--- src/pwic_pkg.sv ---
// Overview of operation
// - 50 ns steps, widths up to 3.27 ms undivided; 3.2 us steps at divide-by-64
// - Selected pin edge copies counter into capture
// - Capture clears counter when selected as source
// - Capture sets flag; enabled flag raises interrupt
// - Control 0x20: clear on capture, undivided clock
// - Pin nibble 0x08 rising; bit0 set falling
// - Enable value 0x41 enables capture interrupt
// - Flag sticks until software writes zero to status or one to clear
// - Counter runs only while start bit set
package pwic_pkg;

	// ----------------------------------------------------------------
	// Timing
	// ----------------------------------------------------------------
	localparam int CLK_PERIOD_NS = 5;
	localparam int PERIPH_PERIOD_NS = 50;
	localparam int PERIPH_DIV_RAW = PERIPH_PERIOD_NS / CLK_PERIOD_NS;
	localparam int PERIPH_DIV_CYCLES = (PERIPH_DIV_RAW < 1) ? 1 : PERIPH_DIV_RAW;
	localparam int CNT_W = 16;
	localparam int DIV_W = 8;
	localparam logic [DIV_W-1:0] PERIPH_DIV_LAST = DIV_W'(PERIPH_DIV_CYCLES - 1);

	// ----------------------------------------------------------------
	// Register map
	// ----------------------------------------------------------------
	localparam int ADDR_W = 12;
	localparam logic [31:0] IDX_CTRL = 32'hffff8260;
	localparam logic [31:0] IDX_PINIO = 32'hffff8262;
	localparam logic [31:0] IDX_IE = 32'hffff8264;
	localparam logic [31:0] IDX_STATUS = 32'hffff8265;
	localparam logic [31:0] IDX_COUNT = 32'hffff8266;
	localparam logic [31:0] IDX_CAPA = 32'hffff8268;
	localparam logic [31:0] IDX_CLEAR = 32'hffff8269;
	localparam logic [31:0] IDX_START = 32'hffff8280;
	localparam logic [ADDR_W-1:0] ADDR_CTRL = ADDR_W'(IDX_CTRL << 2);
	localparam logic [ADDR_W-1:0] ADDR_PINIO = ADDR_W'(IDX_PINIO << 2);
	localparam logic [ADDR_W-1:0] ADDR_IE = ADDR_W'(IDX_IE << 2);
	localparam logic [ADDR_W-1:0] ADDR_STATUS = ADDR_W'(IDX_STATUS << 2);
	localparam logic [ADDR_W-1:0] ADDR_COUNT = ADDR_W'(IDX_COUNT << 2);
	localparam logic [ADDR_W-1:0] ADDR_CAPA = ADDR_W'(IDX_CAPA << 2);
	localparam logic [ADDR_W-1:0] ADDR_CLEAR = ADDR_W'(IDX_CLEAR << 2);
	localparam logic [ADDR_W-1:0] ADDR_START = ADDR_W'(IDX_START << 2);

	// ----------------------------------------------------------------
	// Fields and reset values
	// ----------------------------------------------------------------
	localparam int CTRL_CLR_LSB = 5;
	localparam logic [2:0] CLR_SRC_CAPA = 3'h1;
	localparam int CTRL_PSC_LSB = 0;
	localparam logic [2:0] PSC_DIV1 = 3'h0;
	localparam logic [2:0] PSC_DIV4 = 3'h1;
	localparam logic [2:0] PSC_DIV16 = 3'h2;
	localparam logic [2:0] PSC_DIV64 = 3'h3;
	localparam int PINIO_CAP_BIT = 3;
	localparam int PINIO_EDGE_LSB = 0;
	localparam logic [1:0] EDGE_RISE = 2'h0;
	localparam logic [1:0] EDGE_FALL = 2'h1;
	localparam int FLAG_CAPA_BIT = 0;
	localparam int FLAG_OVF_BIT = 4;
	localparam logic [7:0] FLAG_MASK = 8'h11;
	localparam int START_CH0_BIT = 0;
	localparam logic [7:0] RST_BYTE = 8'h00;
	localparam logic [CNT_W-1:0] RST_CAPA = 16'hffff;
	localparam logic [CNT_W-1:0] RST_COUNT = 16'h0000;

	// ----------------------------------------------------------------
	// Types
	// ----------------------------------------------------------------
	typedef struct packed {
		logic psel;
		logic penable;
		logic pwrite;
		logic [ADDR_W-1:0] paddr;
		logic [31:0] pwdata;
	} pwic_apb_req_type;

	typedef struct packed {
		logic pready;
		logic pslverr;
		logic [31:0] prdata;
	} pwic_apb_rsp_type;

	typedef enum logic [2:0] {
		BUS_IDLE = 3'b001,
		BUS_ACCESS = 3'b010,
		BUS_RESP = 3'b100
	} pwic_bus_state_type;

endpackage : pwic_pkg

--- src/pwic_edge_sync.sv ---
module pwic_edge_sync (
	input wire logic clk,
	input wire logic rst,
	input wire logic pinAsync,
	output logic risePulse,
	output logic fallPulse
);

	logic meta_r;
	logic sync_r;
	logic prev_r;

	// ----------------------------------------------------------------
	// Two-stage synchroniser, then edge detect on the second stage
	// ----------------------------------------------------------------
	always_ff @(posedge clk) begin
		if (rst) begin
			meta_r <= 1'b0;
			sync_r <= 1'b0;
			prev_r <= 1'b0;
		end else begin
			meta_r <= pinAsync;
			sync_r <= meta_r;
			prev_r <= sync_r;
		end
	end

	assign risePulse = sync_r & ~prev_r;
	assign fallPulse = ~sync_r & prev_r;

endmodule : pwic_edge_sync

--- src/pwic_clock_divider.sv ---
module pwic_clock_divider (
	input wire logic clk,
	input wire logic rst,
	input wire logic [2:0] prescale,
	output logic countTick
);

	logic [pwic_pkg::DIV_W-1:0] periphCnt_r;
	logic [5:0] preCnt_r;
	logic periphEn;
	logic preHit;

	// ----------------------------------------------------------------
	// Peripheral clock rate as a one-cycle enable
	// ----------------------------------------------------------------
	assign periphEn = (periphCnt_r == pwic_pkg::PERIPH_DIV_LAST);

	always_ff @(posedge clk) begin
		if (rst) begin
			periphCnt_r <= '0;
		end else if (periphEn) begin
			periphCnt_r <= '0;
		end else begin
			periphCnt_r <= periphCnt_r + 1'b1;
		end
	end

	always_ff @(posedge clk) begin
		if (rst) begin
			preCnt_r <= '0;
		end else if (periphEn) begin
			preCnt_r <= preCnt_r + 1'b1;
		end
	end

	// Undivided setting counts every peripheral cycle
	always_comb begin
		unique case (prescale)
			pwic_pkg::PSC_DIV4: preHit = (preCnt_r[1:0] == 2'h3);
			pwic_pkg::PSC_DIV16: preHit = (preCnt_r[3:0] == 4'hf);
			pwic_pkg::PSC_DIV64: preHit = (preCnt_r == 6'h3f);
			default: preHit = 1'b1;
		endcase
	end

	assign countTick = periphEn & preHit;

endmodule : pwic_clock_divider

--- src/pwic_capture_top.sv ---
module pwic_capture_top (
	input wire logic clk,
	input wire logic rst,
	input pwic_pkg::pwic_apb_req_type apbReq,
	output pwic_pkg::pwic_apb_rsp_type apbRsp,
	input wire logic captureInputPin,
	output logic captureAInterrupt
);

	// ----------------------------------------------------------------
	// Registers
	// ----------------------------------------------------------------
	logic [7:0] channelControl_r;
	logic [7:0] pinIoControlHigh_r;
	logic [7:0] interruptEnable_r;
	logic [7:0] channelStatus_r;
	logic [7:0] sharedStart_r;
	logic [pwic_pkg::CNT_W-1:0] channelCounter_r;
	logic [pwic_pkg::CNT_W-1:0] captureValueA_r;
	pwic_pkg::pwic_bus_state_type busState_r;
	pwic_pkg::pwic_apb_rsp_type apbRsp_r;
	logic irq_r;

	logic risePulse;
	logic fallPulse;
	logic countTick;
	logic captureEvent;
	logic overflowEvent;
	logic counting;
	logic wrEn;
	logic [31:0] rdData;
	logic addrHit;
	logic [7:0] flagSet;
	logic [7:0] flagClr;
	logic [1:0] edgeSel;

	// ----------------------------------------------------------------
	// Pin edges and count rate
	// ----------------------------------------------------------------
	pwic_edge_sync edgeSync (
		.clk(clk),
		.rst(rst),
		.pinAsync(captureInputPin),
		.risePulse(risePulse),
		.fallPulse(fallPulse)
	);

	pwic_clock_divider clockDivider (
		.clk(clk),
		.rst(rst),
		.prescale(channelControl_r[pwic_pkg::CTRL_PSC_LSB +: 3]),
		.countTick(countTick)
	);

	// ----------------------------------------------------------------
	// Capture edge selection
	// ----------------------------------------------------------------
	assign edgeSel = pinIoControlHigh_r[pwic_pkg::PINIO_EDGE_LSB +: 2];

	always_comb begin
		captureEvent = 1'b0;
		if (pinIoControlHigh_r[pwic_pkg::PINIO_CAP_BIT]) begin
			unique case (edgeSel)
				pwic_pkg::EDGE_RISE: captureEvent = risePulse;
				pwic_pkg::EDGE_FALL: captureEvent = fallPulse;
				default: captureEvent = risePulse | fallPulse;
			endcase
		end
	end

	assign counting = sharedStart_r[pwic_pkg::START_CH0_BIT] & countTick;
	assign overflowEvent = counting & (channelCounter_r == '1);

	// ----------------------------------------------------------------
	// APB slave: setup, one wait cycle, then ready
	// ----------------------------------------------------------------
	assign wrEn = (busState_r == pwic_pkg::BUS_RESP) & apbReq.psel & apbReq.penable
		& apbReq.pwrite;

	always_comb begin
		rdData = 32'h0000_0000;
		addrHit = 1'b1;
		unique case (apbReq.paddr)
			pwic_pkg::ADDR_CTRL: rdData[7:0] = channelControl_r;
			pwic_pkg::ADDR_PINIO: rdData[7:0] = pinIoControlHigh_r;
			pwic_pkg::ADDR_IE: rdData[7:0] = interruptEnable_r;
			pwic_pkg::ADDR_STATUS: rdData[7:0] = channelStatus_r;
			pwic_pkg::ADDR_COUNT: rdData[15:0] = channelCounter_r;
			pwic_pkg::ADDR_CAPA: rdData[15:0] = captureValueA_r;
			pwic_pkg::ADDR_CLEAR: rdData = 32'h0000_0000;
			pwic_pkg::ADDR_START: rdData[7:0] = sharedStart_r;
			default: addrHit = 1'b0;
		endcase
	end

	always_ff @(posedge clk) begin
		if (rst) begin
			busState_r <= pwic_pkg::BUS_IDLE;
		end else begin
			unique case (busState_r)
				pwic_pkg::BUS_IDLE: begin
					if (apbReq.psel & ~apbReq.penable) begin
						busState_r <= pwic_pkg::BUS_ACCESS;
					end
				end
				pwic_pkg::BUS_ACCESS: begin
					if (apbReq.psel & apbReq.penable) begin
						busState_r <= pwic_pkg::BUS_RESP;
					end
				end
				pwic_pkg::BUS_RESP: busState_r <= pwic_pkg::BUS_IDLE;
				default: busState_r <= pwic_pkg::BUS_IDLE;
			endcase
		end
	end

	always_ff @(posedge clk) begin
		if (rst) begin
			apbRsp_r <= '0;
		end else if ((busState_r == pwic_pkg::BUS_ACCESS) & apbReq.psel & apbReq.penable) begin
			apbRsp_r.pready <= 1'b1;
			apbRsp_r.pslverr <= ~addrHit;
			apbRsp_r.prdata <= apbReq.pwrite ? 32'h0000_0000 : rdData;
		end else begin
			apbRsp_r <= '0;
		end
	end

	assign apbRsp = apbRsp_r;

	// ----------------------------------------------------------------
	// Control registers
	// ----------------------------------------------------------------
	always_ff @(posedge clk) begin
		if (rst) begin
			channelControl_r <= pwic_pkg::RST_BYTE;
			pinIoControlHigh_r <= pwic_pkg::RST_BYTE;
			interruptEnable_r <= pwic_pkg::RST_BYTE;
			sharedStart_r <= pwic_pkg::RST_BYTE;
		end else if (wrEn) begin
			unique case (apbReq.paddr)
				pwic_pkg::ADDR_CTRL: channelControl_r <= apbReq.pwdata[7:0];
				pwic_pkg::ADDR_PINIO: pinIoControlHigh_r <= apbReq.pwdata[7:0];
				pwic_pkg::ADDR_IE: interruptEnable_r <= apbReq.pwdata[7:0];
				pwic_pkg::ADDR_START: sharedStart_r <= apbReq.pwdata[7:0];
				default: ;
			endcase
		end
	end

	// ----------------------------------------------------------------
	// Counter: capture clear beats software write beats count
	// ----------------------------------------------------------------
	always_ff @(posedge clk) begin
		if (rst) begin
			channelCounter_r <= pwic_pkg::RST_COUNT;
		end else if (captureEvent
			& (channelControl_r[pwic_pkg::CTRL_CLR_LSB +: 3] == pwic_pkg::CLR_SRC_CAPA)) begin
			channelCounter_r <= '0;
		end else if (wrEn & (apbReq.paddr == pwic_pkg::ADDR_COUNT)) begin
			channelCounter_r <= apbReq.pwdata[15:0];
		end else if (counting) begin
			channelCounter_r <= channelCounter_r + 1'b1;
		end
	end

	// ----------------------------------------------------------------
	// Capture register
	// ----------------------------------------------------------------
	always_ff @(posedge clk) begin
		if (rst) begin
			captureValueA_r <= pwic_pkg::RST_CAPA;
		end else if (captureEvent) begin
			captureValueA_r <= channelCounter_r;
		end else if (wrEn & (apbReq.paddr == pwic_pkg::ADDR_CAPA)) begin
			captureValueA_r <= apbReq.pwdata[15:0];
		end
	end

	// ----------------------------------------------------------------
	// Sticky flags: set wins over any clear in the same cycle
	// ----------------------------------------------------------------
	always_comb begin
		flagSet = 8'h00;
		flagSet[pwic_pkg::FLAG_CAPA_BIT] = captureEvent;
		flagSet[pwic_pkg::FLAG_OVF_BIT] = overflowEvent;
		flagClr = 8'h00;
		if (wrEn & (apbReq.paddr == pwic_pkg::ADDR_STATUS)) begin
			flagClr = ~apbReq.pwdata[7:0] & pwic_pkg::FLAG_MASK;
		end else if (wrEn & (apbReq.paddr == pwic_pkg::ADDR_CLEAR)) begin
			flagClr = apbReq.pwdata[7:0] & pwic_pkg::FLAG_MASK;
		end
	end

	always_ff @(posedge clk) begin
		if (rst) begin
			channelStatus_r <= pwic_pkg::RST_BYTE;
		end else begin
			channelStatus_r <= (channelStatus_r & ~flagClr) | flagSet;
		end
	end

	// ----------------------------------------------------------------
	// Interrupt request
	// ----------------------------------------------------------------
	always_ff @(posedge clk) begin
		if (rst) begin
			irq_r <= 1'b0;
		end else begin
			irq_r <= |(channelStatus_r & interruptEnable_r & pwic_pkg::FLAG_MASK);
		end
	end

	assign captureAInterrupt = irq_r;

endmodule : pwic_capture_top

--- config.mk ---
export PLATFORM = sky130hd
export DESIGN_NAME = pwic_capture_top
export DESIGN_NICKNAME = d
export VERILOG_FILES = /design/src/pwic_pkg.sv /design/src/pwic_edge_sync.sv /design/src/pwic_clock_divider.sv /design/src/pwic_capture_top.sv
export SDC_FILE = /design/constraint.sdc
export NUM_CORES = 1
export LEC_CHECK = 0
export BUFFER_PORTS_ARGS = -buffer_cell sky130_fd_sc_hd__buf_4
export CORE_MARGIN = 2
export CORE_UTILIZATION = 56
export DETAILED_ROUTE_END_ITERATION = 8
export GPL_ROUTABILITY_DRIVEN = 0
export PLACE_DENSITY = 0.82
export SYNTH_ARGS = -nofsm -noshare
export SYNTH_HDL_FRONTEND = slang
export SYNTH_SLANG_ARGS = --single-unit
export TNS_END_PERCENT = 50
--- constraint.sdc ---
create_clock -name clk -period 2.5 [get_ports clk]
set_input_delay 0.25 -clock clk [delete_from_list [all_inputs] [get_ports clk]]
set_output_delay 0.25 -clock clk [all_outputs]
set_load 0.02 [all_outputs]
==> results of run 1 <==
power groups by stage:
stage / clock (W) / sequential, W / combinational [W]
after floorplan: 0 / 0.00172 / 0.000118
final: 0.00107 / 0.00169 / 0.000182
after CTS: 0.00108 / 0.00169 / 0.000179
after global routing: 0.00116 / 0.00169 / 0.000195
after detailed placement: 0 / 0.00172 / 0.000178
after global placement: 0 / 0.00172 / 0.000174
registers in the layout, summed over array words and instances (netlist names):
signal                    count
channelStatus_r               2
edgeSync.meta_r               1
channelControl_r              8
captureAInterrupt             1
edgeSync.prev_r               1
busState_r                    3
clockDivider.preCnt_r         6
channelCounter_r             16
pinIoControlHigh_r            8
captureValueA_r              16
sharedStart_r                 8
edgeSync.sync_r               1
apbRsp                       18
clockDivider.periphCnt_r      8
interruptEnable_r             8
final timing paths:
| path | from | endpoint | slack [ps] | cells past startpoint |
|---|---|---|---|---|
| worst min-delay path | captureInputPin | edgeSync.meta_r | 70 | 2 |
| worst max register to register | clockDivider.preCnt_r[0] | channelCounter_r[15] | 320 | 6 |
| worst max-delay path | clockDivider.preCnt_r[0] | channelCounter_r[15] | 320 | 6 |
| worst min register to register | edgeSync.meta_r | edgeSync.sync_r | 450 | 1 |
worst register-to-register path, cell delays in order (launching register included):
cell	delay (ps)
dfxtp_1	380
ha_1	180
and3_1	210
o221ai_1	340
a2111oi_0	690
xnor2_1	190
a21oi_1	90
logic make-up (layout without fill, tap and decap cells):
group           count (synthesis)  after routing  share of synthesized area
mux                            26             26                     0.0524
buf+inv                        63             93                     0.0628
fa+ha+maj                       6              6                     0.0148
compound gates                136            136                      0.171
flops                         105            105                      0.414
simple gates                  230            230                      0.240
other cells                     1             16                   0.000738
xor+xnor                       26             26                     0.0448
metrics by stage:
step                      hold WS [ps]  instance area (um^2)
after global placement             420                  5510
after detailed placement           429                  5510
after floorplan                    358                  5140
after global routing              86.7                  5710
after CTS                         74.4                  5710
final                             72.5                  5710
layout make-up:
class / instances / share of cell area
Inverter: 7 / 0.00460
Tap cell: 108 / 0.0237
Multi-Input combinational cell: 440 / 0.476
Timing Repair Buffer: 70 / 0.0920
Clock buffer: 9 / 0.0217
Clock inverter: 7 / 0.0138
Sequential cell: 105 / 0.368
synth_stat cells (5+ instances only):
cell type	n	area, um^2
dfxtp_1	105	2100
nand2_1	53	199
a21oi_1	48	240
nor2_1	47	176
nand3_1	38	190
clkbuf_1	29	109
nor3_1	27	135
a22oi_1	22	165
mux2i_1	21	210
o21ai_0	21	105
a31oi_1	20	125
buf_4	16	120
xnor2_1	14	123
xor2_1	12	105
and3_1	9	56.3
and4_1	7	61.3
inv_1	7	26.3
buf_2	6	30.0
ha_1	6	75.1
nand4_1	6	37.5
nor2b_1	6	37.5
a2111oi_0	5	43.8
mux2_2	5	56.3
per-layer routing:
metal | wire length (um) | global-route usage | share of wire
met2 | 6450 | 0.446 | 0.49
met4 | 318 | 0.106 | 0.024
met1 | 5230 | 0.351 | 0.40
met5 | 0 | 0 | 0
met3 | 1140 | 0.0422 | 0.087
==> reports/qor.yml, run 1 <==
status:
  status: "completed"
cells_and_area:
  multiInputGateArea_mm2: 0.00272
  fin_nets: 689
  stdcell_count: 746
  nFillCells: 730
  post-route-util: 0.652
  num_antenna_cells: 0
  drive_gt1_frac: 0.163
  final_common_cell: "dfxtp_1"
  regArea_mm2: 0.00210
  area_growth_pct: 12.4
  final_cell_mix: "105 x dfxtp_1, 70 x buf_4, 53 x nand2_1, 48 x a21oi_1, 46 x nor2_1"
grt:
  grt_max_degree: 74
  grtUsageTotal: 0.269
  grt_first_pass_wirelength_um: 21300
  grt_remaining_overflow: 0
  grt_pass1_vias: 4352
  antenna_found_initial: 0
detailed_routing:
  vias: 4712
  drt-wirelength-per-cell_um: 17.6
  ant_nets: 0
  dr.pass1.iters: 5
  vias_per_cell: 6.32
  first_iter_violations: 592
  drcViolationCount: 0
  drt-total-wl_um: 13100
worst_setup_path:
  cp-start-kind: "register"
  worstSetupPathType: "register to register"
  crit_path_end_kind: "register"
  crit_buf_inv: 0
  cp_top_family: "compound AO/OA/AOI/OAI gates"
  crit_fanout: 9
  required_ps: 2770
  cp_cell_sequence: "ha_1, and3_1, o221ai_1, a2111oi_0, xnor2_1, a21oi_1"
  slowest_delay_ps: 690
  critPathSlowestCell: "a2111oi_0"
  arrival_ps: 2450
timing:
  max_clock_freq_mhz: 460
  setup_viol_count_final: 0
  rsz0062_at_grt: "false"
  relSlewSlack: 0.493
  tns_ps: 0
  period_share: 0.870
  worst_slack_ps: 325
  slew_viol_final: 0
  hold_viol: 0
  fin_crit_ps: 2180
  skew_ps: 21.5
  worst-slew-pin-transition_ps: 760
synth:
  ys.flop_type: "dfxtp_1"
  netlist_instances: 593
  yosysUniqueCellTypes: 59
  syn_area_mm2: 0.00508
  async_reset_ff_frac: 0
  synth_seq_cells: 105
  synth_seq_area_share: 0.414
  synth_area_per_cell_um2: 8.57
  synth_edf_count: 0
  synth_warnings: 0
worst_hold_path:
  hold_class: "input port to register"
clock_tree:
  hold_buffers: 0
  clock-sinks: 105
  cts.clk_slew.worst_paths_ps: 110
  clock_latency_ps: 390
  cts_setup_buffers: 0
  h-tree-depth: 3
  clockRootBuffer: "clkbuf_8"
  cts_tree: "yes"
  cts_buffers: 9
  clk_path_buf_depth: 2
  cts_resized: 0
power:
  p_int_w: 0.00214
  p_sw_frac: 0.271
  cellPowerDensity_mw_per_mm2: 515
  switchingPower_w: 0.000797
  power_frac_clock: 0.365
  seqPwrFrac: 0.573
  leakage_nw: 2.18
  finalPower_w: 0.00294
  p_comb_frac: 0.062
  peakVddDrop_mv: 0.270
placed_design:
  dp_hpwl_um: 9170
  portBuffers: 52
  dp_cells: 730
  dp_slack_ps: 287
floorplanning:
  core_region_area_mm2: 0.00876
  die-area_mm2: 0.00985
  start_util: 0.580
  rows: 34
  die_w_um: 99.3
  fp.dieH_um: 99.3
  pin_count: 85
flow_run:
  maxCapViolCount: 0
(Power assumes the default switching activity.)
==> inputs of run 2 (changes only) <==
Settings changed: CORE_UTILIZATION 56 to 58, CTS_BUF_LIST set to sky130_fd_sc_hd__clkbuf_4 sky130_fd_sc_hd__clkbuf_8, PLACE_DENSITY 0.82 to 0.85, SKIP_LAST_GASP set to 1.
==> reports/qor.yml, run 2 (synthesis results as in run 1) <==
grt:
  grtUsageTotal: 0.283  # +0.0139
  grt_max_degree: 44  # -41%
  grt_pass1_vias: 4405  # +1.2%
  grt_first_pass_wirelength_um: 21900  # +2.9%
  antenna_found_initial: 0  # unchanged
  grt_remaining_overflow: 0  # unchanged
worst_hold_path:
  hp-start: "captureInputPin"
  min_path_cells: 2  # unchanged
  hold_end: "edgeSync.meta_r"
  hold_class: "input port to register"
detailed_routing:
  first_iter_violations: 567  # -4.2%
  dr.pass1.iters: 7  # +2
  drt-total-wl_um: 13300  # +1.1%
  top_layer: "met4"
  vias: 4751  # +0.83%
  drcViolationCount: 0  # unchanged
  vias_per_cell: 6.40  # +1.4%
  ant_nets: 0  # unchanged
  route.met3.wl_um: 1230  # +8.0%
  wl_met1_um: 5110  # -2.3%
  wl_met2_um: 6400  # -0.70%
  drt-wirelength-per-cell_um: 17.9  # +1.7%
worst_setup_path:
  cp_cell_sequence: "ha_1, and3_1, o221ai_1, a2111oi_0, xnor2_1, a21oi_1"
  required_ps: 2760  # about the same
  worst_r2r_startpoint: "clockDivider.preCnt_r[0]"
  worstSetupPathType: "register to register"
  cp-start-kind: "register"
  worst-r2r-setup-slack_ps: 230  # -100 ps
  crit_fanout: 9  # unchanged
  regToRegEndpoint: "channelCounter_r[13]"
  crit_path_end_kind: "register"
  arrival_ps: 2530  # +80 ps
  slowest_delay_ps: 760  # +70 ps
  ff2ff_path_depth: 6  # unchanged
  critPathSlowestCell: "a2111oi_0"
timing:
  hold_viol: 0  # unchanged
  rsz0062_at_grt: "false"
  setup_viol_count_final: 0  # unchanged
  tns_ps: 0  # unchanged
  max_clock_freq_mhz: 440  # -4.3%
  worst_slack_ps: 226  # -98.4 ps
  skew_ps: 11.3  # -10.3 ps
  period_share: 0.909  # +0.0393
  relSlewSlack: 0.524  # +0.0303
  fin_crit_ps: 2270  # +98.4 ps
  worst-slew-pin-transition_ps: 715  # -45.4 ps
  slew_viol_final: 0  # unchanged
placed_design:
  postPlaceCellArea_mm2: 0.00548  # -0.55%
  portBuffers: 52  # unchanged
  dp_hpwl_um: 9280  # +1.2%
  dp_slack_ps: 305  # +17.6 ps
clock_tree:
  clk_path_buf_depth: 2  # unchanged
  cts_resized: 0  # unchanged
  cts_buffers: 9  # unchanged
  h-tree-depth: 3  # unchanged
  hold_buffers: 0  # unchanged
  cts.clk_slew.worst_paths_ps: 100  # about the same
  cts_setup_buffers: 0  # unchanged
  cts_tree: "yes"
  clock_latency_ps: 380  # about the same
  clock-sinks: 105  # unchanged
  clockRootBuffer: "clkbuf_8"
cells_and_area:
  stdcell_area_mm2: 0.00569  # -0.39%
  drive_gt1_frac: 0.158  # -0.00528
  area_growth_pct: 11.9
  final_cell_mix: "105 x dfxtp_1, 66 x buf_4, 53 x nand2_1, 48 x a21oi_1, 46 x nor2_1"
  largest_register_ffs: 18  # unchanged
  fin_nets: 685  # -0.58%
  final_common_cell: "dfxtp_1"
  num_antenna_cells: 0  # unchanged
floorplanning:
  start_util: 0.591  # +0.0115
  core_region_area_mm2: 0.00859  # -1.9%
  die-area_mm2: 0.00952  # -3.3%
  rows: 34  # unchanged
  die_w_um: 97.6  # -1.7%
  pin_count: 85  # unchanged
  fp.dieH_um: 97.6  # -1.7%
power:
  p_comb_frac: 0.062  # about the same
  power_frac_clock: 0.374  # +0.009
  p_int_w: 0.00223  # +3.9%
  p_sw_frac: 0.254  # -0.0169
  leakage_nw: 2.16  # -0.93%
  cellPowerDensity_mw_per_mm2: 525  # +2.0%
  switchingPower_w: 0.000760  # -4.7%
  peakVddDrop_mv: 0.347  # +29%
  seqPwrFrac: 0.564  # -0.009
status:
  status: "completed"
flow_run:
  maxCapViolCount: 0  # unchanged
run 2: cell types whose count changed in the layout (fill, tap and decap cells not counted), sizes merged:
cell      previous run  this run
inv                 12        11
buf                 70        66
bufinv               0         1
clkinv               2         1
clkinvlp             0         1
run 2: area by class of cell:
type | instances | area, um^2
inverters | 7 | 26.3
clock inverters | 7 | 86.3
fillers | 725 | 2910
well taps | 108 | 135
clock buffers | 9 | 124
repair buffers | 66 | 495
flip-flops and latches | 105 | 2100
multi-input cells | 440 | 2720
run 2: worst max-delay path by stage:
stage          slack, ps                   end                startpoint  cells past startpoint
4_1_cts              280  channelCounter_r[10]  clockDivider.preCnt_r[0]                      6
3_5_place_dp         300  channelCounter_r[10]  clockDivider.preCnt_r[0]                      6
5_1_grt               70  channelCounter_r[10]  clockDivider.preCnt_r[0]                      6
3_3_place_gp         380             apbRsp[0]                apbReq[37]                      6
2_1_floorplan        660      sharedStart_r[7]                apbReq[37]                      7
6_report             230  channelCounter_r[13]  clockDivider.preCnt_r[0]                      6
run 2: through the flow:
step | hold slack [ps] | utilization | std cells | total power (W)
floorplan | 358 | - | 608 | 0.00184
global placement | 420 | 0.637 | 726 | 0.00190
detailed placement | 428 | 0.637 | 726 | 0.00190
CTS | 83.0 | 0.662 | 742 | 0.00299
global route | 101 | 0.662 | 742 | 0.00308
finish | 82.3 | 0.662 | 742 | 0.00299
run 2: power by group through the flow:
stage / Clock, W / Sequential [W] / Combinational [W]
floorplan: 0 / 0.00172 / 0.000118
global placement: 0 / 0.00172 / 0.000173
detailed placement: 0 / 0.00172 / 0.000177
CTS: 0.00113 / 0.00169 / 0.000179
global route: 0.00119 / 0.00169 / 0.000198
finish: 0.00112 / 0.00168 / 0.000184
run 2: layer usage:
metal / GRT usage / vias to the layer above
li1: - / 2193
met1: 0.363 / 2210
met2: 0.462 / 286
met3: 0.0496 / 62
met4: 0.131 / 0
met5: 0 / -
run 2: worst max-delay path: cells and delay by family, from the launching register on:
family | cells | cell delay, ps
AOI/OAI and AO/OA | 3 | 1180
and+or+nand+nor | 1 | 210
adders and majority gates | 1 | 200
DFF | 1 | 390
xor gates and xnor gates | 1 | 190
